===== config.mk =====
export PLATFORM = sky130hd
export DESIGN_NAME = pmil_top
export DESIGN_NICKNAME = d
export VERILOG_FILES = /design/src/rtl/pmil_sync.v /design/src/rtl/pmil_mdio.v /design/src/rtl/pmil_top.v
export VERILOG_INCLUDE_DIRS = /design/src /design/src/include
export SDC_FILE = /design/constraint.sdc
export NUM_CORES = 1
export LEC_CHECK = 0
export ABC_AREA = 1
export BUFFER_PORTS_ARGS = -buffer_cell sky130_fd_sc_hd__buf_2
export CAP_MARGIN = 20
export CORE_MARGIN = 2
export CORE_UTILIZATION = 43
export CTS_BUF_LIST = sky130_fd_sc_hd__clkbuf_16
export DETAILED_ROUTE_END_ITERATION = 10
export GPL_ROUTABILITY_DRIVEN = 0
export PLACE_DENSITY = 0.68
export SLEW_MARGIN = 15
export SYNTH_ARGS = -nofsm -noshare
export SYNTH_HDL_FRONTEND = slang
export SYNTH_SLANG_ARGS = --single-unit

===== constraint.sdc =====
create_clock -name i_clk -period 4.3 [get_ports i_clk]
set_input_delay 0.43 -clock i_clk [delete_from_list [all_inputs] [get_ports i_clk]]
set_output_delay 0.43 -clock i_clk [all_outputs]
set_load 0.05 [all_outputs]

===== src/include/pmil_defines.vh =====
// Register map, field positions and timing counts of the PHY management logic
`ifndef PMIL_DEFINES_VH
`define PMIL_DEFINES_VH

// Register numbers on the management link
`define PMIL_REG_BCTL     5'h00
`define PMIL_REG_BSTAT    5'h01
`define PMIL_REG_LPABIL   5'h05
`define PMIL_REG_ANEXP    5'h06
`define PMIL_REG_EDPDCFG  5'h10
`define PMIL_REG_MODECS   5'h11
`define PMIL_REG_SPECIND  5'h1b
`define PMIL_REG_FLAGS    5'h1d
`define PMIL_REG_ENABLES  5'h1e
`define PMIL_REG_WAKECS   5'h1f

// Basic control fields
`define PMIL_BCTL_DUPLEX  8
`define PMIL_BCTL_RSTAN   9
`define PMIL_BCTL_ANEN    12
`define PMIL_BCTL_SPEED   13
`define PMIL_BCTL_RESET   16'h3000

// Basic status fields
`define PMIL_BSTAT_LINK   2
`define PMIL_BSTAT_RFLT   4
`define PMIL_BSTAT_ANDONE 5
`define PMIL_BSTAT_FIXED  16'h7800

// Mode control/status fields
`define PMIL_MODE_ENERGY  1
`define PMIL_MODE_ALT_IRQ_SELECT  6
`define PMIL_MODE_EDPD    13
`define PMIL_MODE_RESET   16'h0002

// Special indication fields
`define PMIL_SPEC_XSTATE  13
`define PMIL_SPEC_XEN     14
`define PMIL_SPEC_XOVR    15

// Crossover config fields
`define PMIL_EDPD_XEXT    0
`define PMIL_EDPD_MEXT    1

// Flag bit positions
`define PMIL_F_PAGE       1
`define PMIL_F_PDF        2
`define PMIL_F_ACK        3
`define PMIL_F_LDOWN      4
`define PMIL_F_RFLT       5
`define PMIL_F_ANDONE     6
`define PMIL_F_ENERGY     7
`define PMIL_F_WAKE       8
`define PMIL_F_LUP        9

// Read value of an unsupported register
`define PMIL_UNSUP        16'hffff

// Management frame fields
`define PMIL_OP_WRITE     2'b01
`define PMIL_OP_READ      2'b10

// Energy late pulse timing
`define PMIL_ELATE_MS     1000
`define PMIL_EPULSE_MS    256
`define PMIL_CLK_KHZ      125000

`endif


===== src/rtl/pmil_sync.v =====
// Two-flop synchroniser for one pin level
module pmil_sync (
    // Clock and reset
    input  wire i_clk,
    input  wire i_srst,
    // Level in and out
    input  wire i_async,
    output reg  o_sync
);

    reg stage1;

    // First flop feeds second only
    always @(posedge i_clk) begin
        if (i_srst) begin
            stage1 <= 1'b0;
            o_sync <= 1'b0;
        end else begin
            stage1 <= i_async;
            o_sync <= stage1;
        end
    end

endmodule // pmil_sync


===== src/rtl/pmil_mdio.v =====
// Clause 22 serial management slave framing, sampled on the system clock
`include "pmil_defines.vh"
module pmil_mdio #(
    parameter [4:0] PHY_ADDR = 5'h01
) (
    // Clock and reset
    input  wire        i_clk,
    input  wire        i_srst,
    // Synchronised link pins
    input  wire        i_mdc,
    input  wire        i_mdio,
    output reg         o_mdio,
    output reg         o_mdio_oe,
    // Register side
    output reg         o_rd,
    output reg         o_wr,
    output reg  [4:0]  o_reg,
    output reg  [15:0] o_wdata,
    input  wire [15:0] i_rdata
);

    localparam S_IDLE = 2'd0;
    localparam S_HEAD = 2'd1;
    localparam S_DATA = 2'd2;

    reg [1:0]  state;
    reg        mdc_q;
    reg [5:0]  cnt;
    reg [31:0] sh;
    reg        is_rd;
    reg [15:0] rsh;
    wire       rise = i_mdc & ~mdc_q;
    wire       fall = ~i_mdc & mdc_q;
    wire [31:0] shn = {sh[30:0], i_mdio};

    // Frame engine: preamble, start, op, addresses, turnaround, data
    always @(posedge i_clk) begin
        if (i_srst) begin
            state     <= S_IDLE;
            mdc_q     <= 1'b0;
            cnt       <= 6'd0;
            sh        <= 32'h0000_0000;
            is_rd     <= 1'b0;
            rsh       <= 16'h0000;
            o_mdio    <= 1'b1;
            o_mdio_oe <= 1'b0;
            o_rd      <= 1'b0;
            o_wr      <= 1'b0;
            o_reg     <= 5'h00;
            o_wdata   <= 16'h0000;
        end else begin
            mdc_q <= i_mdc;
            o_rd  <= 1'b0;
            o_wr  <= 1'b0;
            case (state)
                S_IDLE: begin
                    if (rise) begin
                        sh <= shn;
                        // Preamble ones then start 01
                        if (shn[1:0] == 2'b01 && sh[31:1] == 31'h7fff_ffff) begin
                            state <= S_HEAD;
                            cnt   <= 6'd0;
                        end
                    end
                end
                S_HEAD: begin
                    if (rise) begin
                        sh  <= shn;
                        cnt <= cnt + 6'd1;
                        if (cnt == 6'd11) begin
                            o_reg <= shn[4:0];
                            if (shn[9:5] != PHY_ADDR) begin
                                state <= S_IDLE;
                                sh    <= 32'h0000_0000;
                            end else if (shn[11:10] == `PMIL_OP_READ) begin
                                is_rd <= 1'b1;
                                o_rd  <= 1'b1;
                                state <= S_DATA;
                                cnt   <= 6'd0;
                            end else if (shn[11:10] == `PMIL_OP_WRITE) begin
                                is_rd <= 1'b0;
                                state <= S_DATA;
                                cnt   <= 6'd0;
                            end else begin
                                state <= S_IDLE;
                                sh    <= 32'h0000_0000;
                            end
                        end
                    end
                end
                S_DATA: begin
                    // Turnaround plus sixteen data bits
                    if (is_rd) begin
                        // Latch once, before a clear-on-read lands
                        if (o_rd) begin
                            rsh <= i_rdata;
                        end
                        if (fall) begin
                            cnt <= cnt + 6'd1;
                            if (cnt == 6'd1) begin
                                o_mdio_oe <= 1'b1;
                                o_mdio    <= 1'b0;
                            end else if (cnt >= 6'd2 && cnt <= 6'd17) begin
                                o_mdio <= rsh[15];
                                rsh    <= {rsh[14:0], 1'b0};
                            end else if (cnt == 6'd18) begin
                                o_mdio_oe <= 1'b0;
                                o_mdio    <= 1'b1;
                                state     <= S_IDLE;
                                sh        <= 32'h0000_0000;
                            end
                        end
                    end else if (rise) begin
                        sh  <= shn;
                        cnt <= cnt + 6'd1;
                        if (cnt == 6'd17) begin
                            o_wdata <= shn[15:0];
                            o_wr    <= 1'b1;
                            state   <= S_IDLE;
                            sh      <= 32'h0000_0000;
                        end
                    end
                end
                default: state <= S_IDLE;
            endcase
        end
    end

endmodule // pmil_mdio


===== src/rtl/pmil_top.v =====
// PHY management register file, mode control and interrupt flag logic
`include "pmil_defines.vh"
module pmil_top #(
    parameter [4:0]  PHY_ADDR     = 5'h01,
    parameter        XOVR_DIS_IDX = 0,
    parameter [31:0] ELATE_CYC    = `PMIL_ELATE_MS * `PMIL_CLK_KHZ,
    parameter [31:0] EPULSE_CYC   = `PMIL_EPULSE_MS * `PMIL_CLK_KHZ
) (
    // Clock and reset
    input  wire        i_clk,
    input  wire        i_srst,
    // Management link pins
    input  wire        i_mdc,
    input  wire        i_mdio,
    output wire        o_mdio,
    output wire        o_mdio_oe,
    // Hardware configuration straps
    input  wire [1:0]  i_xovr_disable,
    // PHY status inputs from the line logic
    input  wire        i_link_state,
    input  wire        i_energy,
    input  wire        i_an_done,
    input  wire        i_remote_fault,
    input  wire        i_lp_ack,
    input  wire        i_pd_fault,
    input  wire        i_page_rx,
    input  wire [7:0]  i_wake_ctrl,
    // MAC side activity
    input  wire        i_tx_active,
    input  wire        i_rx_active,
    // Resolved mode outputs
    output reg         o_speed_100,
    output reg         o_full_duplex,
    output reg         o_crs,
    output reg         o_col,
    output reg         o_xovr_enable,
    output reg         o_xovr_state,
    output reg         o_xovr_extend,
    output reg         o_an_restart,
    // Interrupt line to system controller
    output reg         o_irq
);

    ////////////////////////////////////////////////////////////////////////
    // Registers and synchronised pins
    reg  [15:0] basic_control_reg;
    reg  [15:0] mode_ctrl_status_reg;
    reg  [15:0] special_ctrl_status_ind_reg;
    reg  [15:0] energy_powerdown_cfg_reg;
    reg  [15:0] irq_enable_reg;
    reg  [15:0] irq_flag_reg;
    reg  [15:0] next_flags;
    reg  [15:0] rdata;
    reg  [9:0]  src_q;
    reg  [2:0]  settle;
    reg         strap_done;
    reg         hw_xovr_en;
    reg         energy_seen;
    reg  [31:0] late_cnt;
    reg  [31:0] pulse_cnt;
    reg         late_armed;
    wire        mdc_s;
    wire        mdio_s;
    wire        rd;
    wire        wr;
    wire [4:0]  reg_num;
    wire [15:0] wdata;
    wire [9:0]  src_s;
    wire [9:0]  src_raw;
    wire [9:0]  rise;
    wire [9:0]  fall;
    wire [9:0]  deassert_ok;
    wire        wake_event_summary;
    wire        alt_irq_select;
    wire        rd_flags;
    wire        rd_bstat;
    wire        rd_anexp;
    wire        restart;
    wire        pulse_on;

    pmil_sync u_sync_mdc (
        .i_clk   (i_clk),
        .i_srst  (i_srst),
        .i_async (i_mdc),
        .o_sync  (mdc_s)
    );

    pmil_sync u_sync_mdio (
        .i_clk   (i_clk),
        .i_srst  (i_srst),
        .i_async (i_mdio),
        .o_sync  (mdio_s)
    );

    pmil_mdio #(
        .PHY_ADDR (PHY_ADDR)
    ) u_mdio (
        .i_clk     (i_clk),
        .i_srst    (i_srst),
        .i_mdc     (mdc_s),
        .i_mdio    (mdio_s),
        .o_mdio    (o_mdio),
        .o_mdio_oe (o_mdio_oe),
        .o_rd      (rd),
        .o_wr      (wr),
        .o_reg     (reg_num),
        .o_wdata   (wdata),
        .i_rdata   (rdata)
    );

    ////////////////////////////////////////////////////////////////////////
    // Event sources, synchronised per bit
    assign wake_event_summary = |(i_wake_ctrl[7:4] & i_wake_ctrl[3:0]);
    assign src_raw = {i_link_state, wake_event_summary, i_energy,
                      i_an_done, i_remote_fault, ~i_link_state,
                      i_lp_ack, i_pd_fault, i_page_rx, 1'b0};

    genvar g;
    generate
        for (g = 1; g < 10; g = g + 1) begin : g_src
            pmil_sync u_sync_src (
                .i_clk   (i_clk),
                .i_srst  (i_srst),
                .i_async (src_raw[g]),
                .o_sync  (src_s[g])
            );
        end
    endgenerate
    assign src_s[0] = 1'b0;

    // Edge and deassert conditions; edges held off until syncs fill
    always @(posedge i_clk) begin
        if (i_srst) begin
            src_q  <= 10'h000;
            settle <= 3'h0;
        end else begin
            src_q  <= src_s;
            settle <= {settle[1:0], 1'b1};
        end
    end
    assign rise        = settle[2] ? (src_s & ~src_q) : 10'h000;
    assign fall        = settle[2] ? (~src_s & src_q) : 10'h000;
    assign deassert_ok = ~src_s;

    ////////////////////////////////////////////////////////////////////////
    // Access decode
    assign alt_irq_select = mode_ctrl_status_reg[`PMIL_MODE_ALT_IRQ_SELECT];
    assign rd_flags = rd && (reg_num == `PMIL_REG_FLAGS);
    assign rd_bstat = rd && (reg_num == `PMIL_REG_BSTAT);
    assign rd_anexp = rd && (reg_num == `PMIL_REG_ANEXP);
    assign restart  = wr && (reg_num == `PMIL_REG_BCTL) &&
                      wdata[`PMIL_BCTL_RSTAN];

    // Read mux
    always @* begin
        case (reg_num)
            `PMIL_REG_BCTL:    rdata = basic_control_reg;
            `PMIL_REG_BSTAT:   rdata = `PMIL_BSTAT_FIXED |
                                   {10'h000, i_an_done, i_remote_fault,
                                    1'b0, i_link_state, 2'b01};
            `PMIL_REG_LPABIL:  rdata = {1'b0, i_lp_ack, 14'h0000};
            `PMIL_REG_ANEXP:   rdata = {11'h000, i_pd_fault, 2'b00,
                                        i_page_rx, 1'b0};
            `PMIL_REG_EDPDCFG: rdata = energy_powerdown_cfg_reg;
            `PMIL_REG_MODECS:  rdata = {mode_ctrl_status_reg[15:2],
                                        energy_seen, 1'b0};
            `PMIL_REG_SPECIND: rdata = special_ctrl_status_ind_reg;
            `PMIL_REG_FLAGS:   rdata = irq_flag_reg;
            `PMIL_REG_ENABLES: rdata = irq_enable_reg;
            `PMIL_REG_WAKECS:  rdata = {8'h00, i_wake_ctrl};
            default:           rdata = `PMIL_UNSUP;
        endcase
    end

    ////////////////////////////////////////////////////////////////////////
    // Writable registers; primary mode at reset, strap capture in the first cycle after reset
    always @(posedge i_clk) begin
        if (i_srst) begin
            basic_control_reg           <= `PMIL_BCTL_RESET;
            mode_ctrl_status_reg        <= `PMIL_MODE_RESET;
            special_ctrl_status_ind_reg <= 16'h0000;
            energy_powerdown_cfg_reg    <= 16'h0000;
            irq_enable_reg              <= 16'h0000;
            strap_done                  <= 1'b0;
            hw_xovr_en                  <= 1'b1;
        end else begin
            if (!strap_done) begin
                strap_done <= 1'b1;
                hw_xovr_en <= ~i_xovr_disable[XOVR_DIS_IDX];
            end
            if (wr) begin
                case (reg_num)
                    `PMIL_REG_BCTL:    basic_control_reg <=
                                           wdata & 16'hfdff;
                    `PMIL_REG_MODECS:  mode_ctrl_status_reg <= wdata;
                    `PMIL_REG_SPECIND: special_ctrl_status_ind_reg <= wdata;
                    `PMIL_REG_EDPDCFG: energy_powerdown_cfg_reg <= wdata;
                    `PMIL_REG_ENABLES: irq_enable_reg <=
                                           {6'h00, wdata[9:1], 1'b0};
                    default:           irq_enable_reg <= irq_enable_reg;
                endcase
            end
        end
    end

    ////////////////////////////////////////////////////////////////////////
    // Energy status starts high, clears on no signal
    always @(posedge i_clk) begin
        if (i_srst) begin
            energy_seen <= 1'b1;
        end else begin
            energy_seen <= settle[2] ? src_s[`PMIL_F_ENERGY] : 1'b1;
        end
    end

    ////////////////////////////////////////////////////////////////////////
    // Flag update: set beats clear in both modes
    always @* begin
        next_flags = irq_flag_reg;
        if (alt_irq_select) begin
            // Write one clears only if deassert condition holds
            if (wr && reg_num == `PMIL_REG_FLAGS) begin
                next_flags = irq_flag_reg &
                    ~({6'h00, wdata[9:1] & deassert_ok[9:1], 1'b0});
            end
        end else begin
            // Falling source clears, except link down
            next_flags[9:1] = irq_flag_reg[9:1] &
                ~(fall[9:1] & 9'h1f7);
            if (rd_flags) begin
                next_flags = 16'h0000;
            end
            if (rd_bstat) begin
                next_flags[`PMIL_F_LDOWN] = 1'b0;
                next_flags[`PMIL_F_RFLT]  = 1'b0;
            end
            if (rd_anexp || restart || rise[`PMIL_F_LDOWN]) begin
                next_flags[`PMIL_F_PAGE] = 1'b0;
                next_flags[`PMIL_F_PDF]  = 1'b0;
            end
        end
        // Event sets, positions fixed by source order
        next_flags[9:1] = next_flags[9:1] | rise[9:1];
    end

    always @(posedge i_clk) begin
        if (i_srst) begin
            irq_flag_reg <= 16'h0080;
        end else begin
            irq_flag_reg <= next_flags;
        end
    end

    ////////////////////////////////////////////////////////////////////////
    // Late energy pulse after cable removal
    always @(posedge i_clk) begin
        if (i_srst) begin
            late_armed <= 1'b0;
            late_cnt   <= 32'h0000_0000;
            pulse_cnt  <= 32'h0000_0000;
        end else begin
            if (irq_enable_reg[`PMIL_F_ENERGY] && src_s[`PMIL_F_ENERGY] &&
                !irq_flag_reg[`PMIL_F_ENERGY]) begin
                late_armed <= 1'b1;
            end else if (!irq_enable_reg[`PMIL_F_ENERGY]) begin
                late_armed <= 1'b0;
            end
            if (late_armed && fall[`PMIL_F_ENERGY]) begin
                late_cnt   <= ELATE_CYC;
                late_armed <= 1'b0;
            end else if (late_cnt != 32'h0000_0000) begin
                late_cnt <= late_cnt - 32'h0000_0001;
                if (late_cnt == 32'h0000_0001) begin
                    pulse_cnt <= EPULSE_CYC;
                end
            end
            if (pulse_cnt != 32'h0000_0000 && late_cnt == 32'h0000_0000) begin
                pulse_cnt <= pulse_cnt - 32'h0000_0001;
            end
        end
    end
    assign pulse_on = (pulse_cnt != 32'h0000_0000);

    ////////////////////////////////////////////////////////////////////////
    // Mode resolution, crossover and interrupt line
    always @(posedge i_clk) begin
        if (i_srst) begin
            o_speed_100   <= 1'b1;
            o_full_duplex <= 1'b1;
            o_crs         <= 1'b0;
            o_col         <= 1'b0;
            o_xovr_enable <= 1'b1;
            o_xovr_state  <= 1'b0;
            o_xovr_extend <= 1'b0;
            o_an_restart  <= 1'b0;
            o_irq         <= 1'b0;
        end else begin
            o_an_restart <= restart;
            if (basic_control_reg[`PMIL_BCTL_ANEN]) begin
                o_speed_100   <= 1'b1;
                o_full_duplex <= 1'b1;
            end else begin
                o_speed_100   <= basic_control_reg[`PMIL_BCTL_SPEED];
                o_full_duplex <= basic_control_reg[`PMIL_BCTL_DUPLEX];
            end
            if (o_full_duplex) begin
                o_crs <= i_rx_active;
                o_col <= 1'b0;
            end else begin
                o_crs <= i_tx_active | i_rx_active;
                o_col <= i_tx_active & i_rx_active;
            end
            if (special_ctrl_status_ind_reg[`PMIL_SPEC_XOVR]) begin
                o_xovr_enable <= special_ctrl_status_ind_reg[`PMIL_SPEC_XEN];
                o_xovr_state  <=
                    special_ctrl_status_ind_reg[`PMIL_SPEC_XSTATE];
            end else begin
                o_xovr_enable <= hw_xovr_en;
                o_xovr_state  <= 1'b0;
            end
            o_xovr_extend <=
                (!basic_control_reg[`PMIL_BCTL_ANEN] &&
                 energy_powerdown_cfg_reg[`PMIL_EDPD_MEXT]) ||
                (mode_ctrl_status_reg[`PMIL_MODE_EDPD] &&
                 energy_powerdown_cfg_reg[`PMIL_EDPD_XEXT]);
            o_irq <= (|(irq_flag_reg[9:1] & irq_enable_reg[9:1])) ||
                     (pulse_on && irq_enable_reg[`PMIL_F_ENERGY]);
        end
    end

endmodule // pmil_top


======== Word-level counts from Yosys, hierarchy flattened ========
Cells that the tools add are included.
operators by class
  add/subtract/negate cells ............... 3
  divide/modulo/power cells ............... 0
  reductions and logical operators ........ 59
  order comparisons ....................... 2
  bitwise logic cells ..................... 28
  shift-type cells ........................ 0
  $mul .................................... 0
  multiplexer cells ....................... 74
  equality and inequality tests ........... 35
operators by type and width
  operator                                                                 count
  32-bit 2-to-1 mux                                                        17
  16-bit case mux with 10 select lines                                     1
  16-bit 2-to-1 mux                                                        7
  32-bit case mux with 3 select lines                                      1
  32-bit nonzero test                                                      2
  32-bit by 1-bit subtractor with 32-bit output, second input constant     2
  6-bit 2-to-1 mux                                                         10
  27-bit 2-to-1 mux                                                        2
  32-bit by 1-bit == test with 1-bit output, second input constant         1
  32-bit logical NOT                                                       1
  2-bit 2-to-1 mux                                                         16
  31-bit == test, second input constant                                    1
  5-bit == test, second input constant                                     6
  9-bit AND                                                                3
  10-bit AND                                                               2
  10-bit 2-to-1 mux                                                        2
  10-bit NOT                                                               2
  6-bit case mux with 3 select lines                                       1
  16-bit AND                                                               1
  1-bit 2-to-1 mux                                                         16
  2-bit by 1-bit inequality test with 1-bit output, second input constant  8
  10-bit NOT with 16-bit output                                            1
  1-bit logical AND                                                        15
  2-bit AND reduction                                                      7
  other kinds (36)                                                         76
word-level totals
  word-level logic and storage cells ...... 262
  bits in latches ......................... 0
  register bits after elaboration ......... 283
  memory bits (writable) .................. 0
  ROM bits ................................ 0
  memories ................................ 0
  output and inout bits ................... 11
  input port bits ......................... 23

======== Depth between registers and ports, before layout ========
  depth after elaboration ................. 9
  gate-level depth with buffers ........... 13
  mapped depth without buffers ............ 12

======== Hierarchy ========
Synthesis repeated with hierarchy kept, for this count alone.
unflattened totals
  cells, all modules ...................... 2,045
  area, all modules ....................... 13,874.6 um^2
modules (own cells, without submodules)
  module     times used  area an instance (um^2)  cells an instance  sequential area each (um^2)
  pmil_top   1           8,773.4                  1,296              3,343.2
  pmil_mdio  1           4,495.6                  683                1,661.6
  pmil_sync  11          55.1                     6                  40.0

======== Worst setup path before layout ========
OpenSTA, ideal clock, no wires.
  path kind ............................... reg2reg
  from .................................... reg u_mdio.state[0]
  to ...................................... reg u_mdio.sh[30]
  data required time ...................... 4.236 ns
  path buffers ............................ 1
  stages on the path, launching flop included .. 11
  clock period less this slack ............ 1.796 ns
  data arrival time ....................... 1.732 ns
  setup time .............................. 0.064 ns
  path slack .............................. 2.504 ns
  cell sequence ........................... dfxtp_1 inv_1 ha_1 nand2_2 clkinv_1 nand3_1 nand3_1 inv_1 clkbuf_2 o21ai_0 nor2_1
on the way
  word-level cells in the longest chain between the ends .. 3
  elaborated cells between the ends (all ways) .. 13
  those cells by class .................... eq/ne (9); mux (1); reduce/logical (3)
RTL lines
  element                                                                                   RTL line         text
  start: declaration                                                                        pmil_mdio.v:26   reg [1:0] state;
  start signal: assignment                                                                  pmil_mdio.v:39   state <= S_IDLE;
  start signal: assignment                                                                  pmil_mdio.v:61   state <= S_HEAD;
  start signal: assignment                                                                  pmil_mdio.v:73   state <= S_IDLE;
  2-bit == test, or another cell as far along                                               pmil_mdio.v:55   case (state)
  3-bit by 1-bit inequality test with 1-bit output (no line), or another cell as far along  --
  8-bit AND reduction (no line)                                                             --
  end signal: assignment                                                                    pmil_mdio.v:58   sh <= shn;
  end signal: assignment                                                                    pmil_mdio.v:68   sh <= shn;
  end signal: assignment                                                                    pmil_mdio.v:114  sh <= shn;
  end: declaration                                                                          pmil_mdio.v:29   reg [31:0] sh;
Parallel ways exist; a longest one is shown, timed or not.
A chain may end at the register's enable or synchronous reset.

======== Worst setup path after layout ========
  from .................................... reg u_mdio.state[0]
  to ...................................... reg u_mdio.sh[26]
Same word-level chain as after synthesis.

==> impl_metrics.toml <==
[run_status]
status = "completed"

[logic_synthesis]
synth-seq-area-share_pct = 41.6
synth_top_cell_by_area = "dfxtp_1"
synth.most_common_cell = "nand2_1"
ys_ff_latch = 272
synth-async-reset-ratio_pct = 0
synthesis.instances = 1935
synthFlopType = "dfxtp_1"
synth_edf_count = 0
synthTopCellsByCount = "389 x nand2_1, 351 x nor2_1, 272 x dfxtp_1, 184 x inv_1, 162 x o21ai_0"
netlist.area_leader.share_pct = 41.6
synthDistinctLibCells = 48
synth.net_count = 1976
yosysWarningCount = 0
yosys-top-cells-area = "dfxtp_1 42%, nand2_1 11%, nor2_1 10%"
synth_area_mm2 = 0.0131
syn_avg_cell_area_um2 = 6.76

[route]
drtIter0Drc = 1038
drt-wirelength-per-cell_um = 14.8
drtAntennaViolNets = 0
firstDrtPassIters = 7
via_per_inst = 5.26
wirelength_mm = 34.6
drc = 0
dr_total_vias = 12300

[finish]
n_antenna_cell = 0
fillers = 3027
drive_gt1_share_pct = 7.02
synthToLayoutAreaGrowth_pct = 9.99
fin_nets = 1972
top_regs = "late_cnt: 32 flops, pulse_cnt: 32 flops, u_mdio.sh: 32 flops"

[grt]
grt_pass1_vias = 11500
grt_first_pass_wirelength_mm = 57.0
antenna_found_initial = 0
grt_overflow_total = 0
groute.usage.overall_pct = 22.0
grt_max_degree = 71

[critical_path]
crit_fanout = 33
cp_data_required_time_ps = 4770
crit_type = "reg -> reg"
worstSetupStartpointType = "register"
arrival_ps = 3660
end_kind = "register"

[clocking]
hold_buffers = 0
cts_setup_buffers = 0
cts.clk_slew.worst_paths_ps = 60
cts.repair.resized = 0
clock_path_buffers = 3
htree_levels = 1
cts.sinks = 272
clk_latency_ps = 560
cts_tree = "built"
cts_buffers = 30
clock-root-buffer = "clkbuf_16"

[floorplan]
start_util_pct = 43.9
dieArea_mm2 = 0.0318
die_x_um = 178
io_pins = 34
core_mm2 = 0.0298
fp-row-count = 63
die_h_um = 178

[placement]
io_buffers = 32
dpl.hpwl_mm = 23.6
dp_slack_ps = 1120

[timing]
tightest_slew_ps = 1010
timing.fmax_mhz = 314
hold_viol_final = 0
worst_slack_ps = 1120
final_max_slew_viol_count = 0
min_period_over_period_pct = 74.0
finalSetupViolations = 0
setup_tns_ps = 0
rsz0062_at_grt = "no"
finalClockSkew_ps = 26.6
slew_headroom_pct = 32.5
fin_crit_ps = 3180

[power]
cellPowerDensity_mw_per_mm2 = 659
ir_drop_v = 0.000439
p_leak_nw = 6.34

[worst_hold_path]
hold_path_class = "in -> reg"

[job]
maxCapViolations = 0
where the power goes:
group          internal [mW]  total, mW  switching, mW
Clock                   1.36       2.41           1.05
Combinational           1.31       3.96           2.65
Sequential              2.82       3.10          0.285
through the flow:
stage                     utilization, %  hold WS, ps  instances  power, mW  cell area (µm²)
after detailed placement            45.2          396       2289       7.10            13500
after global routing                48.3         54.7       2342       10.3            14400
after global placement              45.2          391       2289       7.03            13500
after floorplan                        -          388       1935       6.30            13100
final                               48.3         49.3       2342       9.47            14400
after CTS                           48.3         37.5       2342       9.53            14400
critical path, stage by stage, from the launching register on:
cell and delay [ps]:
dfxtp_1 360, inv_1 90, ha_1 240, nand2_2 400
clkinv_1 420, nand3_1 290, nand3_1 100, buf_4 250
inv_1 640, o21ai_0 160, nor2_1 150
cells by family (layout without fill, tap and decap cells):
group | count (synthesis) | in the layout | synth area share (%)
xor gates and xnor gates | 23 | 23 | 1.54
AOI/OAI and AO/OA | 333 | 333 | 13.4
adders and majority gates | 18 | 18 | 1.72
buffers and inverters | 279 | 296 | 8.61
and+or+nand+nor | 1010 | 1010 | 33.1
DFF | 272 | 272 | 41.6
layout by cell type, fill, tap and decap left out, types with 7 or more instances in the layout:
| master | synthesis | routed |
|---|---|---|
| nor2_1 | 351 | 351 |
| xnor2_1 | 11 | 11 |
| nand2_1 | 389 | 389 |
| nor3_1 | 31 | 31 |
| nand3b_1 | 9 | 9 |
| nor2_2 | 12 | 12 |
| o21ai_0 | 162 | 162 |
| or2_2 | 7 | 7 |
| buf_4 | 5 | 21 |
| nand3_1 | 134 | 134 |
| clkbuf_16 | 0 | 31 |
| clkinv_1 | 1 | 7 |
| inv_1 | 184 | 187 |
| nand4_1 | 46 | 46 |
| xor2_1 | 12 | 12 |
| ha_1 | 18 | 18 |
| a21oi_1 | 141 | 141 |
| dfxtp_1 | 272 | 272 |
| buf_2 | 26 | 31 |
layout make-up:
type / count / area (µm²) / share of cell area (%)
Timing Repair Buffer: 52 / 313 / 2.18
Sequential cell: 272 / 5450 / 37.9
Clock buffer: 31 / 776 / 5.39
Clock inverter: 22 / 136 / 0.948
Multi-Input combinational cell: 1384 / 6500 / 45.2
Inverter: 191 / 719 / 5.00
Tap cell: 390 / 488 / 3.39
routing by layer:
layer | share of wire (%) | GRT usage [%] | vias up
li1 | - | - | 6252
met5 | 0 | 0 | -
met1 | 45 | 28.4 | 5684
met2 | 47 | 37.8 | 320
met3 | 5.3 | 2.83 | 67
met4 | 2.7 | 7.42 | 0
worst paths after layout:
| path | start | end | slack (ps) | depth (start not counted) |
|---|---|---|---|---|
| worst max-delay path | u_mdio.state[0] | u_mdio.sh[26] | 1120 | 10 |
| worst min-delay path | i_xovr_disable[0] | hw_xovr_en | 50 | 2 |
| worst max register to register | u_mdio.state[0] | u_mdio.sh[26] | 1120 | 10 |
| worst min register to register | g_src[1].u_sync_src.stage1 | g_src[1].u_sync_src.o_sync | 400 | 2 |
Power figures use the tool's default switching activity.
